`src/common/tcc_pkg.sv`:
```
package tcc_pkg;
	localparam logic [2:0] TCC_ADDR_COUNT = 3'h0;
	localparam logic [2:0] TCC_ADDR_CMP_A = 3'h1;
	localparam logic [2:0] TCC_ADDR_CMP_B = 3'h2;
	localparam logic [2:0] TCC_ADDR_CTRL_A = 3'h3;
	localparam logic [2:0] TCC_ADDR_CTRL_B = 3'h4;
	localparam logic [2:0] TCC_ADDR_FLAGS = 3'h5;
	localparam logic [2:0] TCC_ADDR_MASK = 3'h6;
	localparam logic [2:0] TCC_ADDR_PORT = 3'h7;
	// Control A: [7:6] pin action A, [5:4] pin action B, [1:0] wave_sel bits 1:0.
	localparam int TCC_CA_ACT_A = 6;
	localparam int TCC_CA_ACT_B = 4;
	// Control B: [7] force A, [6] force B, [3] wave_sel bit 2, [2:0] clock source.
	localparam int TCC_CB_FORCE_A = 7;
	localparam int TCC_CB_FORCE_B = 6;
	localparam int TCC_CB_WAVE2 = 3;
	// Flags and mask: [2] match B, [1] match A, [0] wrap.
	localparam int TCC_FL_WRAP = 0;
	localparam int TCC_FL_A = 1;
	localparam int TCC_FL_B = 2;
	// Port register: [3] dir B, [2] dir A, [1] data B, [0] data A.
	localparam logic [7:0] TCC_RESET_BYTE = 8'h00;
	localparam logic [7:0] TCC_MAX = 8'hff;
	localparam logic [7:0] TCC_BOTTOM = 8'h00;
	localparam logic [2:0] TCC_WAVE_NORMAL = 3'h0;
	localparam logic [2:0] TCC_WAVE_CLEAR = 3'h2;
	localparam logic [2:0] TCC_WAVE_FAST_MAX = 3'h3;
	localparam logic [2:0] TCC_WAVE_FAST_A = 3'h7;
	localparam logic [2:0] TCC_WAVE_PHASE_A = 3'h5;
	localparam logic [2:0] TCC_CS_STOP = 3'h0;
	localparam logic [1:0] TCC_ACT_NONE = 2'h0;
	localparam logic [1:0] TCC_ACT_TOGGLE = 2'h1;
	localparam logic [1:0] TCC_ACT_CLEAR = 2'h2;
	localparam logic [1:0] TCC_ACT_SET = 2'h3;
endpackage

```
`src/logic/tcc_timer.sv`:
```
// Decided for this implementation: strobed register access and the register offsets.
module tcc_timer (
	input wire logic clk_i,
	input wire logic rst_i,
	input wire logic en_i,
	input wire logic tick_i,
	input wire logic [2:0] addr_i,
	input wire logic [7:0] wdata_i,
	input wire logic wr_i,
	input wire logic rd_i,
	output logic [7:0] rdata_o,
	input wire logic irq_ack_wrap_i,
	input wire logic irq_ack_a_i,
	input wire logic irq_ack_b_i,
	output logic irq_wrap_o,
	output logic irq_a_o,
	output logic irq_b_o,
	output logic wave_out_a_o,
	output logic wave_out_a_oe_o,
	output logic wave_out_b_o,
	output logic wave_out_b_oe_o
);
	// Counter and the two active compare values.
	logic [7:0] count_q;
	logic [7:0] cmp_a_q;
	logic [7:0] cmp_b_q;

	// Buffers that software writes; they reach the active values directly in the
	// non-PWM modes and only at the turning points of the count in the PWM modes.
	logic [7:0] buf_a_q;
	logic [7:0] buf_b_q;

	// Software visible control, port and read data registers.
	logic [7:0] ctrl_a_q;
	logic [7:0] ctrl_b_q;
	logic [7:0] port_q;
	logic [7:0] rdata_q;

	// Event flags, one register each, and their enable mask.
	logic flag_a_q;
	logic flag_b_q;
	logic flag_w_q;
	logic [2:0] flags;
	logic [2:0] mask_q;

	// Internal output states, the write block and the count direction.
	logic oc_a_q;
	logic oc_b_q;
	logic block_q;
	logic up_q;

	// Decoded control fields.
	logic [2:0] wave_sel;
	logic [1:0] act_a;
	logic [1:0] act_b;
	logic pwm;
	logic phase;

	// Timer clock qualifier and counter events.
	logic tclk;
	logic wr_count;
	logic top_hit;
	logic bottom_hit;

	// Compare events per unit.
	logic match_a;
	logic match_b;
	logic fire_a;
	logic fire_b;
	logic force_a;
	logic force_b;
	logic wrap;

	// Software clears of the flags, one per flag.
	logic clr_a;
	logic clr_b;
	logic clr_w;

	// Top of the count sequence and the counter's next value.
	logic [7:0] top_val;
	logic [7:0] count_d;

	function automatic logic apply_act(input logic [1:0] act, input logic cur);
		case (act)
			tcc_pkg::TCC_ACT_TOGGLE: apply_act = ~cur;
			tcc_pkg::TCC_ACT_CLEAR: apply_act = 1'b0;
			tcc_pkg::TCC_ACT_SET: apply_act = 1'b1;
			default: apply_act = cur;
		endcase
	endfunction

	assign wave_sel = {ctrl_b_q[tcc_pkg::TCC_CB_WAVE2], ctrl_a_q[1:0]};
	assign act_a = ctrl_a_q[tcc_pkg::TCC_CA_ACT_A +: 2];
	assign act_b = ctrl_a_q[tcc_pkg::TCC_CA_ACT_B +: 2];
	assign pwm = (wave_sel != tcc_pkg::TCC_WAVE_NORMAL) && (wave_sel != tcc_pkg::TCC_WAVE_CLEAR);
	assign phase = (wave_sel == 3'h1) || (wave_sel == tcc_pkg::TCC_WAVE_PHASE_A);
	// The external prescaler tick counts only when a clock source is chosen.
	assign tclk = en_i && tick_i && (ctrl_b_q[2:0] != tcc_pkg::TCC_CS_STOP);
	assign wr_count = en_i && wr_i && (addr_i == tcc_pkg::TCC_ADDR_COUNT);
	assign top_val = (wave_sel == tcc_pkg::TCC_WAVE_CLEAR || wave_sel == tcc_pkg::TCC_WAVE_FAST_A
		|| wave_sel == tcc_pkg::TCC_WAVE_PHASE_A) ? cmp_a_q : tcc_pkg::TCC_MAX;
	assign top_hit = (count_q == top_val);
	assign bottom_hit = (count_q == tcc_pkg::TCC_BOTTOM);
	assign match_a = (count_q == cmp_a_q) && !block_q;
	assign match_b = (count_q == cmp_b_q) && !block_q;
	assign fire_a = tclk && match_a;
	assign fire_b = tclk && match_b;
	assign force_a = en_i && wr_i && (addr_i == tcc_pkg::TCC_ADDR_CTRL_B)
		&& wdata_i[tcc_pkg::TCC_CB_FORCE_A] && !pwm;
	assign force_b = en_i && wr_i && (addr_i == tcc_pkg::TCC_ADDR_CTRL_B)
		&& wdata_i[tcc_pkg::TCC_CB_FORCE_B] && !pwm;

	// A one written to a flag position clears that flag; a zero leaves it alone.
	assign clr_w = en_i && wr_i && (addr_i == tcc_pkg::TCC_ADDR_FLAGS)
		&& wdata_i[tcc_pkg::TCC_FL_WRAP];
	assign clr_a = en_i && wr_i && (addr_i == tcc_pkg::TCC_ADDR_FLAGS)
		&& wdata_i[tcc_pkg::TCC_FL_A];
	assign clr_b = en_i && wr_i && (addr_i == tcc_pkg::TCC_ADDR_FLAGS)
		&& wdata_i[tcc_pkg::TCC_FL_B];
	assign flags = {flag_b_q, flag_a_q, flag_w_q};

	// Next count for one timer clock cycle.
	// The dual-slope branch turns at top and bottom under control of up_q.
	// Every single-slope mode other than Normal clears at its top value; Normal only ever
	// increments, so its top of 0xff simply wraps through the adder.
	// A compare A value written below the current count is therefore passed by and
	// only met again after the counter has wrapped through zero.
	always_comb begin
		count_d = count_q;
		if (phase) begin
			count_d = up_q ? (top_hit ? count_q - 8'h01 : count_q + 8'h01)
				: (bottom_hit ? count_q + 8'h01 : count_q - 8'h01);
		end else if (wave_sel != tcc_pkg::TCC_WAVE_NORMAL && top_hit) begin
			count_d = tcc_pkg::TCC_BOTTOM;
		end else begin
			count_d = count_q + 8'h01;
		end
	end
	assign wrap = tclk && !wr_count && (count_d == tcc_pkg::TCC_BOTTOM) && !phase
		&& (count_q == tcc_pkg::TCC_MAX || wave_sel == tcc_pkg::TCC_WAVE_FAST_A
		|| wave_sel == tcc_pkg::TCC_WAVE_FAST_MAX);

	// The counter register. A software write wins over any count or clear in the
	// same cycle, and it restarts the dual-slope direction upwards.
	// With the clock source at zero tclk never rises, so the count holds while
	// software can still read and write it.

	always_ff @(posedge clk_i or posedge rst_i) begin
		if (rst_i) begin
			count_q <= tcc_pkg::TCC_RESET_BYTE;
			up_q <= 1'b1;
		end else if (wr_count) begin
			count_q <= wdata_i;
			up_q <= 1'b1;
		end else if (tclk) begin
			count_q <= count_d;
			if (phase && top_hit)
				up_q <= 1'b0;
			else if (phase && bottom_hit)
				up_q <= 1'b1;
		end
	end

	// Block stays armed until the timer clock cycle after the write is consumed.
	always_ff @(posedge clk_i or posedge rst_i) begin
		if (rst_i)
			block_q <= 1'b0;
		else if (wr_count)
			block_q <= 1'b1;
		else if (tclk)
			block_q <= 1'b0;
	end

	// Compare unit A. Software always writes the buffer. In Normal and clear-on-match
	// modes the active value follows at once, so a new top takes effect immediately.
	// In the PWM modes the active value only loads at the turning point of the count,
	// which keeps every PWM period whole and free of odd-length pulses.
	always_ff @(posedge clk_i or posedge rst_i) begin
		if (rst_i) begin
			cmp_a_q <= tcc_pkg::TCC_RESET_BYTE;
			buf_a_q <= tcc_pkg::TCC_RESET_BYTE;
		end else if (en_i) begin
			if (wr_i && addr_i == tcc_pkg::TCC_ADDR_CMP_A) begin
				buf_a_q <= wdata_i;
				if (!pwm) begin
					cmp_a_q <= wdata_i;
				end
			end
			if (pwm && tclk && (phase ? top_hit : bottom_hit)) begin
				cmp_a_q <= buf_a_q;
			end
		end
	end

	// Compare unit B follows the same buffering scheme as unit A.
	always_ff @(posedge clk_i or posedge rst_i) begin
		if (rst_i) begin
			cmp_b_q <= tcc_pkg::TCC_RESET_BYTE;
			buf_b_q <= tcc_pkg::TCC_RESET_BYTE;
		end else if (en_i) begin
			if (wr_i && addr_i == tcc_pkg::TCC_ADDR_CMP_B) begin
				buf_b_q <= wdata_i;
				if (!pwm) begin
					cmp_b_q <= wdata_i;
				end
			end
			if (pwm && tclk && (phase ? top_hit : bottom_hit)) begin
				cmp_b_q <= buf_b_q;
			end
		end
	end

	// Control, mask and port registers. The force bits of control B are strobes:
	// they act in the cycle of the write outside the PWM modes and are never stored, so they read as zero.
	// The pin action bits take effect from the next edge with no buffering.

	always_ff @(posedge clk_i or posedge rst_i) begin
		if (rst_i) begin
			ctrl_a_q <= tcc_pkg::TCC_RESET_BYTE;
			ctrl_b_q <= tcc_pkg::TCC_RESET_BYTE;
			port_q <= tcc_pkg::TCC_RESET_BYTE;
			mask_q <= 3'h0;
		end else if (en_i && wr_i) begin
			case (addr_i)
				tcc_pkg::TCC_ADDR_CTRL_A: ctrl_a_q <= wdata_i;
				tcc_pkg::TCC_ADDR_CTRL_B: ctrl_b_q <= {2'h0, wdata_i[5:0]};
				tcc_pkg::TCC_ADDR_MASK: mask_q <= wdata_i[2:0];
				tcc_pkg::TCC_ADDR_PORT: port_q <= {4'h0, wdata_i[3:0]};
				default: ;
			endcase
		end
	end

	// Output states: a match, or a force outside the PWM modes, applies the pin action; single-slope PWM modes also act at top.
	// Output state A. In the non-PWM modes a real match and a force strobe share the
	// path through apply_act, so a force moves the state exactly as a match would.
	// The PWM branches act only while the upper pin action bit is set.
	// No branch reloads the state when the wave mode itself changes, so the state is
	// carried unchanged across a mode switch.
	always_ff @(posedge clk_i or posedge rst_i) begin
		if (rst_i) begin
			oc_a_q <= 1'b0;
		end else if (force_a || (fire_a && !pwm)) begin
			oc_a_q <= apply_act(act_a, oc_a_q);
		end else if (fire_a && pwm && act_a[1]) begin
			oc_a_q <= phase ? (up_q ? ~act_a[0] : act_a[0]) : act_a[0];
		end else if (tclk && !phase && pwm && top_hit && act_a[1]) begin
			oc_a_q <= ~act_a[0];
		end
	end

	// Output state B, handled like output state A.
	always_ff @(posedge clk_i or posedge rst_i) begin
		if (rst_i) begin
			oc_b_q <= 1'b0;
		end else if (force_b || (fire_b && !pwm)) begin
			oc_b_q <= apply_act(act_b, oc_b_q);
		end else if (fire_b && pwm && act_b[1]) begin
			oc_b_q <= phase ? (up_q ? ~act_b[0] : act_b[0]) : act_b[0];
		end else if (tclk && !phase && pwm && top_hit && act_b[1]) begin
			oc_b_q <= ~act_b[0];
		end
	end

	// Compare flag A. The match is taken on the timer clock cycle in which the count
	// equals the compare value, so the flag shows one edge later.
	// Service and a software one both clear it, but a match in the same cycle wins,
	// so an event that lands on a clear is never lost.
	always_ff @(posedge clk_i or posedge rst_i) begin
		if (rst_i) begin
			flag_a_q <= 1'b0;
		end else if (en_i) begin
			if (fire_a) begin
				flag_a_q <= 1'b1;
			end else if (irq_ack_a_i || clr_a) begin
				flag_a_q <= 1'b0;
			end
		end
	end

	// Compare flag B, with the same set and clear priority as flag A.
	always_ff @(posedge clk_i or posedge rst_i) begin
		if (rst_i) begin
			flag_b_q <= 1'b0;
		end else if (en_i) begin
			if (fire_b) begin
				flag_b_q <= 1'b1;
			end else if (irq_ack_b_i || clr_b) begin
				flag_b_q <= 1'b0;
			end
		end
	end

	// Wrap flag. It rises on the edge at which the count rolls from 0xff to zero outside the dual-slope modes, or a fast PWM mode clears to zero; like
	// a ninth counter bit that is only ever set by hardware.
	always_ff @(posedge clk_i or posedge rst_i) begin
		if (rst_i) begin
			flag_w_q <= 1'b0;
		end else if (en_i) begin
			if (wrap) begin
				flag_w_q <= 1'b1;
			end else if (irq_ack_wrap_i || clr_w) begin
				flag_w_q <= 1'b0;
			end
		end
	end

	// Read data register. It is loaded only by a read strobe and holds otherwise,
	// so the value stands in the cycle after the strobe and until the next read.
	// In PWM modes a compare read returns the buffer that software last wrote.

	always_ff @(posedge clk_i or posedge rst_i) begin
		if (rst_i) begin
			rdata_q <= tcc_pkg::TCC_RESET_BYTE;
		end else if (en_i && rd_i) begin
			case (addr_i)
				tcc_pkg::TCC_ADDR_COUNT: rdata_q <= count_q;
				tcc_pkg::TCC_ADDR_CMP_A: rdata_q <= pwm ? buf_a_q : cmp_a_q;
				tcc_pkg::TCC_ADDR_CMP_B: rdata_q <= pwm ? buf_b_q : cmp_b_q;
				tcc_pkg::TCC_ADDR_CTRL_A: rdata_q <= ctrl_a_q;
				tcc_pkg::TCC_ADDR_CTRL_B: rdata_q <= ctrl_b_q;
				tcc_pkg::TCC_ADDR_FLAGS: rdata_q <= {5'h0, flags};
				tcc_pkg::TCC_ADDR_MASK: rdata_q <= {5'h0, mask_q};
				default: rdata_q <= {2'h0, oc_b_q, oc_a_q, port_q[3:0]};
			endcase
		end
	end

	assign rdata_o = rdata_q;

	// Interrupt requests are a flag gated by its enable; they fall as soon as the
	// flag is serviced or the enable is cleared.
	assign irq_a_o = flag_a_q && mask_q[tcc_pkg::TCC_FL_A];
	assign irq_b_o = flag_b_q && mask_q[tcc_pkg::TCC_FL_B];
	assign irq_wrap_o = flag_w_q && mask_q[tcc_pkg::TCC_FL_WRAP];

	// Pin override. Any nonzero pin action hands the pin value to the output state,
	// whatever the wave mode; the direction always stays with the port register.
	assign wave_out_a_o = (act_a != tcc_pkg::TCC_ACT_NONE) ? oc_a_q : port_q[0];
	assign wave_out_b_o = (act_b != tcc_pkg::TCC_ACT_NONE) ? oc_b_q : port_q[1];
	assign wave_out_a_oe_o = port_q[2];
	assign wave_out_b_oe_o = port_q[3];
endmodule

```
`config.mk`:
```
export PLATFORM = sky130hd
export DESIGN_NAME = tcc_timer
export DESIGN_NICKNAME = d
export VERILOG_FILES = /design/src/common/tcc_pkg.sv /design/src/logic/tcc_timer.sv
export SDC_FILE = /design/constraint.sdc
export NUM_CORES = 1
export LEC_CHECK = 0
export ABC_AREA = 1
export BUFFER_PORTS_ARGS = -buffer_cell sky130_fd_sc_hd__buf_4
export CORE_ASPECT_RATIO = 2
export CORE_MARGIN = 2
export CORE_UTILIZATION = 40
export CTS_BUF_LIST = sky130_fd_sc_hd__clkbuf_8
export DETAILED_ROUTE_END_ITERATION = 16
export MAX_ROUTING_LAYER = met4
export SLEW_MARGIN = 30
export SYNTH_ARGS = -nofsm -noshare
export SYNTH_HDL_FRONTEND = slang
export SYNTH_SLANG_ARGS = --single-unit
```
`constraint.sdc`:
```
create_clock -name clk_i -period 6.2 [get_ports clk_i]
set_clock_uncertainty 0.2 [all_clocks]
set_input_delay 1.24 -clock clk_i [delete_from_list [all_inputs] [get_ports clk_i]]
set_output_delay 1.24 -clock clk_i [all_outputs]
set_load 0.03 [all_outputs]
```
---- Yosys cells after proc, flatten, opt, wreduce, memory -nomap -nowiden ----
Index checks and enable logic that the tools add are counted.
storage, ports and cells
  input bits .............................. 20
  word-level logic and storage cells ...... 180
  register bits after elaboration ......... 76
  output and inout bits ................... 15
operators by class
  reductions and logical operators ........ 88
  $add $sub $neg .......................... 2
  multiplexer cells ....................... 43
  bitwise logic cells ..................... 4
  eq/ne operators ......................... 26
operator list
  cell                 count
  $mux 8               15
  $pmux 8 s7           1
  $logic_and 1x1->1    44
  $mux 1               25
  $eq 8x8->1           3
  $reduce_and 2->1     12
  $eq 3x3->1 const B   6
  $logic_not 8->1      2
  $reduce_bool 2->1    8
  $reduce_bool 3->1    5
  $eq 3x2->1 const B   4
  $logic_or 1x1->1     10
  $add 8x1->8 const B  1
  $eq 2x2->1 const B   4
  $eq 8x8->1 const B   1
  $ne 4x1->1 const B   2
  $sub 8x1->8 const B  1
  $eq 3x1->1 const B   2
  $pmux 1 s3           2
  $reduce_and 3->1     2
  $eq 2x1->1 const B   2
  $logic_not 1->1      4
  $not 1->1            4
  $logic_not 3->1      1
  other kinds (2)      2

---- Depth between registers and ports, before layout ----
  word-level depth ........................ 14
  mapped depth ............................ 17
  mapped depth without buffers ............ 16

---- Least setup slack after synthesis ----
OpenSTA, ideal clock, no wires.
  path type ............................... in2reg
  start point ............................. input port addr_i[2]
  end point ............................... register cmp_a_q[1]
  path buffers ............................ 2
  stages on the path ...................... 8
  library setup time ...................... 0.120 ns
  arrival time ............................ 2.642 ns
  required time ........................... 5.880 ns
  setup slack ............................. 3.238 ns
  cell sequence ........................... clkbuf_1 > nor3_1 > nand2_1 > o21ai_4 > nand2_4 > buf_6 > nor2_1 > a21oi_2
between the ends
  word-level cells in the longest chain between the ends .. 4
ends and longest elaborated chain
  item                                line              source
  start: declaration                  tcc_timer.sv:7    input wire logic [2:0] addr_i,
  $eq 3x1->1                          tcc_timer.sv:183  if (wr_i && addr_i == tcc_pkg::TCC_ADDR_CMP_A) begin
  $logic_and 1x1->1                   tcc_timer.sv:183
  $reduce_bool 2->1 (no source line)  --
  $reduce_and 3->1 (no source line)   --
  end signal: assignment              tcc_timer.sv:180  cmp_a_q <= tcc_pkg::TCC_RESET_BYTE;
  end signal: assignment              tcc_timer.sv:186  cmp_a_q <= wdata_i;
  end signal: assignment              tcc_timer.sv:190  cmp_a_q <= buf_a_q;
  end: declaration                    tcc_timer.sv:25   logic [7:0] cmp_a_q;
Every way passes these cells.
A chain may end at the register's enable or synchronous reset.

---- Worst setup path in the final report ----
  start point ............................. register ctrl_b_q[3]
  end point ............................... register cmp_b_q[5]
between the ends
  word-level cells in the longest chain between the ends .. 9
  elaborated cells between the ends (all ways) .. 19
  those cells by class .................... 7 x eq/ne; 3 x mux; 9 x reduce/logical
ends and longest elaborated chain
  item                                                              line              source
  start: declaration                                                tcc_timer.sv:35   logic [7:0] ctrl_b_q;
  start signal: assignment                                          tcc_timer.sv:220  ctrl_b_q <= tcc_pkg::TCC_RESET_BYTE;
  start signal: assignment                                          tcc_timer.sv:226  tcc_pkg::TCC_ADDR_CTRL_B: ctrl_b_q <= {2'h0, wdata_i[5:0]};
  $eq 3x2->1 or $eq 3x3->1 (tied branches)                          tcc_timer.sv:100  assign top_val = (wave_sel == tcc_pkg::TCC_WAVE_CLEAR || wave_sel == tcc_pkg::TCC_WAVE_FAST_A
  $logic_or 1x1->1                                                  tcc_timer.sv:100
  $logic_or 1x1->1                                                  tcc_timer.sv:101  || wave_sel == tcc_pkg::TCC_WAVE_PHASE_A) ? cmp_a_q : tcc_pkg::TCC_MAX;
  $mux 8                                                            tcc_timer.sv:101
  $eq 8x8->1                                                        tcc_timer.sv:102  assign top_hit = (count_q == top_val);
  $mux 1                                                            tcc_timer.sv:207  if (pwm && tclk && (phase ? top_hit : bottom_hit)) begin
  $logic_and 1x1->1                                                 tcc_timer.sv:207
  $ne 2x1->1 (no source line) or $reduce_bool 2->1 (tied branches)  --
  $reduce_and 3->1 (no source line)                                 --
  end signal: assignment                                            tcc_timer.sv:198  cmp_b_q <= tcc_pkg::TCC_RESET_BYTE;
  end signal: assignment                                            tcc_timer.sv:204  cmp_b_q <= wdata_i;
  end signal: assignment                                            tcc_timer.sv:208  cmp_b_q <= buf_b_q;
  end: declaration                                                  tcc_timer.sv:26   logic [7:0] cmp_b_q;
Parallel ways exist; a longest one is shown, timed or not.

==> run summary <==
The flow ran to the end, and the final reports show no timing, DRC or antenna violations. The run gives 945 um as the met3 wirelength from detailed routing. The die is 159 um tall. Final-report hold violation count: 0. The core footprint is 11,700 um2, and the share of flip-flops with an asynchronous set or reset after synthesis is 100%. The number of clock buffers added by TritonCTS is 9. The run gives 5170 um2 as the standard cell area after detailed placement. The first global-routing pass estimated 25,900 um of wire. The run gives 38.5% as the logic gate share of total power.

Detailed placement ended at an HPWL of 13,400 um. The logs give 0 for the number of failing setup endpoints in the final timing report and 76 for the number of sinks driven by the clock tree. In the synthesized netlist the dominant register cell turns out to be sky130_fd_sc_hd__dfrtp_1.

For the number of synthesis warnings, the log shows 0. TritonCTS built the clock tree. For this block, the via count after detailed routing is 4,926. The analysis attributes to net switching a power of 0.918 mW. Buffers placed on the I/O ports in this run total 34.

Maximum clock insertion buffer count: 2. From left edge to right edge, the die measures 81.5 um. 35 I/O pins were placed. The detailed router finished its first iteration with 623 violations.

At the pin with the least slew margin, the transition time is 955 ps. Number of nets at the end of the flow: 730. The setup path with the least slack is of type flop to flop. The length of the first detailed-routing pass in iterations came out at 5. VDD sags by at most 0.203 mV. The tools report the capturing element type of the critical path as a flop. Static timing analysis puts the maximum clock frequency at 0.314 GHz. The tools report the final-report max-slew violation count as 0. The class of the tightest hold or removal check is flop to flop. After routing, the total negative slack on setup checks comes to 0 ps. The tools report the final estimated routing congestion in global placement as 1.03.

Internal power comes to 1.19 mW. Required time at the endpoint of the critical path: 6240 ps. The share of cells above drive strength 1 came out at 12.1%.

The signed area change from the synthesized netlist to the final layout is 13.0%, and the average instance area after synthesis is 7.06 um2. The latest clock arrival within the worst-skew pair is 360 ps. Biggest fanout along the worst timing path: 33. Leaving out fill and tap cells, the most frequent cells in the layout are sky130_fd_sc_hd__nand2_1, sky130_fd_sc_hd__o21ai_0, sky130_fd_sc_hd__inv_1, sky130_fd_sc_hd__dfrtp_1, sky130_fd_sc_hd__nand3_1. The aggregate global-route resource usage was 28.1%. STA classifies the critical path startpoint as a flop.

The number of vias per cell works out to 5.74. The initial antenna violation count is 0, and the initial core utilization is 41.1%. Leaving out fill and tap cells, the most frequent cell in the layout is sky130_fd_sc_hd__nand2_1. After layout, the worst path uses 51.3% of the clock period. After technology mapping, the gate count stands at 681.

The number of nets in the synthesized netlist is 703. The sequential cells in the finished layout cover a total of 1900 um2. The run gives 4810 um2 as the post-synthesis instance area.

The total setup buffers inserted after CTS is 0. The H-tree was split into 3 levels. The top metal layer carrying routed signals is met4. Multi-input gate area in the final layout: 2490 um2. Number of global-route vias before repair: 4,712. The post-CTS resize count was 0. Wire segments on met2 add up to 8820 um in the final route. For the count of antenna diodes in the layout, the log shows 0.

The number of different library cells used by synthesis comes to 38. For the wire length reported by the detailed router, the log shows 17,400 um. The run gives 842 as the number of placed instances with taps included. Sequential cells burn 37.8% of the power.

The count of flip-flops with a built-in enable after synthesis is 0, and the pin count of the biggest net entering global routing is 77. Max-cap violations in this run came to 0. Synthesis inferred 76 register bits. Summing the sequential cell areas from Yosys gives 39.6% of the chip area. Sorting the synthesized cells by area gives the leading types as sky130_fd_sc_hd__dfrtp_1, sky130_fd_sc_hd__nand2_1, sky130_fd_sc_hd__o21ai_0. The clock tree root driver cell was sky130_fd_sc_hd__clkbuf_8. The share of total power dissipated in the clock network is 23.7%. The leakage power figure is 2.71 nW, and the wire length the detailed router placed on met1 is 6250 um. The count of nets left with antenna violations once routing finished came out at 0. Setup repair after global routing left no endpoint under its margin.

The logs give 0 for the remaining global-route overflow and 3220 ps for the arrival time of the worst setup path. Final non-filler cell total: 858. Dividing the detail-routed wire length by the instance count gives 20.3 um. In this run the power density over the cells is 388 nW/um2. In the routed design, unresolved DRC markers number 0. The floorplan has 56 rows. Measured against its own limit, the worst slew margin works out to 34.7%. The fill cell total of the finished layout came out at 1,219.

The switching part of the total is 43.5%, and the area enclosed by the die boundary is 13,000 um2. After clock tree synthesis, the clock-pin slew on the worst setup and hold paths is 90 ps. The hold slack is 291 ps, and the minimum clock period is 3180 ps. For this design, the CTS-stage hold fixing added 0 buffers. After routing the design area is 5440 um2. Of all cell types, the one taking the most synthesized area is sky130_fd_sc_hd__dfrtp_1.

The share of synthesized area in the top cell type comes to 39.0%.
[area by class of cell]
type | instances | area share [%]
Clock buffer | 9 | 2.28
Timing Repair Buffer | 36 | 5.04
Inverter | 85 | 5.91
Tap cell | 145 | 3.34
Sequential cell | 76 | 35.0
Multi-Input combinational cell | 500 | 45.9
Clock inverter | 7 | 2.58
[layer usage]
layer | vias up | GRT usage [%]
met5 | - | -
met4 | 0 | 19.1
met3 | 74 | 3.46
met2 | 247 | 46.3
met1 | 2294 | 30.4
li1 | 2311 | -
[path summary, 6_finish.rpt]
kind                             start  slack, ps     endpoint  cells past startpoint
setup / recovery           ctrl_b_q[3]       3020   cmp_b_q[5]                     14
min in group asynchronous        rst_i        860  ctrl_b_q[3]                      3
setup reg to reg           ctrl_b_q[3]       3020   cmp_b_q[5]                     14
max in group asynchronous        rst_i       4450   buf_b_q[3]                      3
hold reg to reg             buf_a_q[3]        290   buf_a_q[3]                      2
hold / removal              buf_a_q[3]        290   buf_a_q[3]                      2
[power by group through the flow]
| stage | Combinational, mW | Sequential (mW) | Clock [mW] |
|---|---|---|---|
| after floorplan | 0.563 | 0.746 | 0 |
| after global placement | 0.786 | 0.794 | 0 |
| after detailed placement | 0.797 | 0.798 | 0 |
| after CTS | 0.802 | 0.789 | 0.508 |
| after global routing | 0.892 | 0.806 | 0.526 |
| final | 0.814 | 0.797 | 0.501 |
[synth_stat cells (2+ instances only)]
library cell,number
sky130_fd_sc_hd__nor2_2,4
sky130_fd_sc_hd__o21a_1,3
sky130_fd_sc_hd__a21oi_2,8
sky130_fd_sc_hd__o21ai_0,79
sky130_fd_sc_hd__nor2_1,49
sky130_fd_sc_hd__nand2_2,3
sky130_fd_sc_hd__buf_2,7
sky130_fd_sc_hd__nand4_1,9
sky130_fd_sc_hd__inv_2,5
sky130_fd_sc_hd__o22ai_1,10
sky130_fd_sc_hd__nor2_4,2
sky130_fd_sc_hd__inv_1,77
sky130_fd_sc_hd__o211ai_1,4
sky130_fd_sc_hd__clkbuf_1,10
sky130_fd_sc_hd__o221ai_1,8
sky130_fd_sc_hd__xor2_1,6
sky130_fd_sc_hd__nor4_1,3
sky130_fd_sc_hd__dfrtp_1,75
sky130_fd_sc_hd__o21ai_1,4
sky130_fd_sc_hd__a21oi_1,23
sky130_fd_sc_hd__nand2_1,199
sky130_fd_sc_hd__o21ai_4,3
sky130_fd_sc_hd__ha_1,2
sky130_fd_sc_hd__nor3_1,7
sky130_fd_sc_hd__nand3_1,51
sky130_fd_sc_hd__a2111oi_0,4
sky130_fd_sc_hd__o31ai_1,6
sky130_fd_sc_hd__buf_6,3
sky130_fd_sc_hd__a31oi_1,2
sky130_fd_sc_hd__xnor2_1,3
sky130_fd_sc_hd__clkinv_1,2
sky130_fd_sc_hd__nand2_4,4
[state kept, by name, summed over array words and instances, names as in the netlist]
register	cells
block_q	1
buf_a_q	8
buf_b_q	8
cmp_a_q	8
cmp_b_q	8
count_q	8
ctrl_a_q	8
ctrl_b_q	6
flag_a_q	1
flag_b_q	1
flag_w_q	1
mask_q	3
oc_a_q	1
oc_b_q	1
port_q	4
rdata_o	8
up_q	1
[kinds of logic (layout without fill, tap and decap cells)]
group | Yosys count | count (layout) | share of synthesized area, %
and+or+nand+nor | 333 | 333 | 29.8
AOI/OAI and AO/OA | 156 | 156 | 19.6
buffers and inverters | 105 | 137 | 8.87
DFF | 76 | 76 | 39.6
xor gates and xnor gates | 9 | 9 | 1.64
adders and majority gates | 2 | 2 | 0.520
[critical path, stage by stage, from the launching register on]
cell,delay (ps)
sky130_fd_sc_hd__dfrtp_1,430
sky130_fd_sc_hd__nor2_4,550
sky130_fd_sc_hd__nand2_1,100
sky130_fd_sc_hd__nand2_1,190
sky130_fd_sc_hd__nor2_1,100
sky130_fd_sc_hd__nor2_4,170
sky130_fd_sc_hd__nand3_4,130
sky130_fd_sc_hd__clkinv_2,150
sky130_fd_sc_hd__nand2_4,70
sky130_fd_sc_hd__o21ai_4,220
sky130_fd_sc_hd__nand2_4,220
sky130_fd_sc_hd__o21ai_4,150
sky130_fd_sc_hd__nand2_4,160
sky130_fd_sc_hd__nor2_1,150
sky130_fd_sc_hd__a21oi_2,40
[through the flow]
step                util [%]  total power [mW]  worst slack, ps
floorplan                  -              1.31             2820
global placement        44.1              1.58             2600
detailed placement      44.2              1.60             2450
CTS                     46.4              2.10             2840
global route            46.5              2.23             2840
finish                  46.5              2.11             3020
No activity file was read; power rests on OpenSTA's default activity.
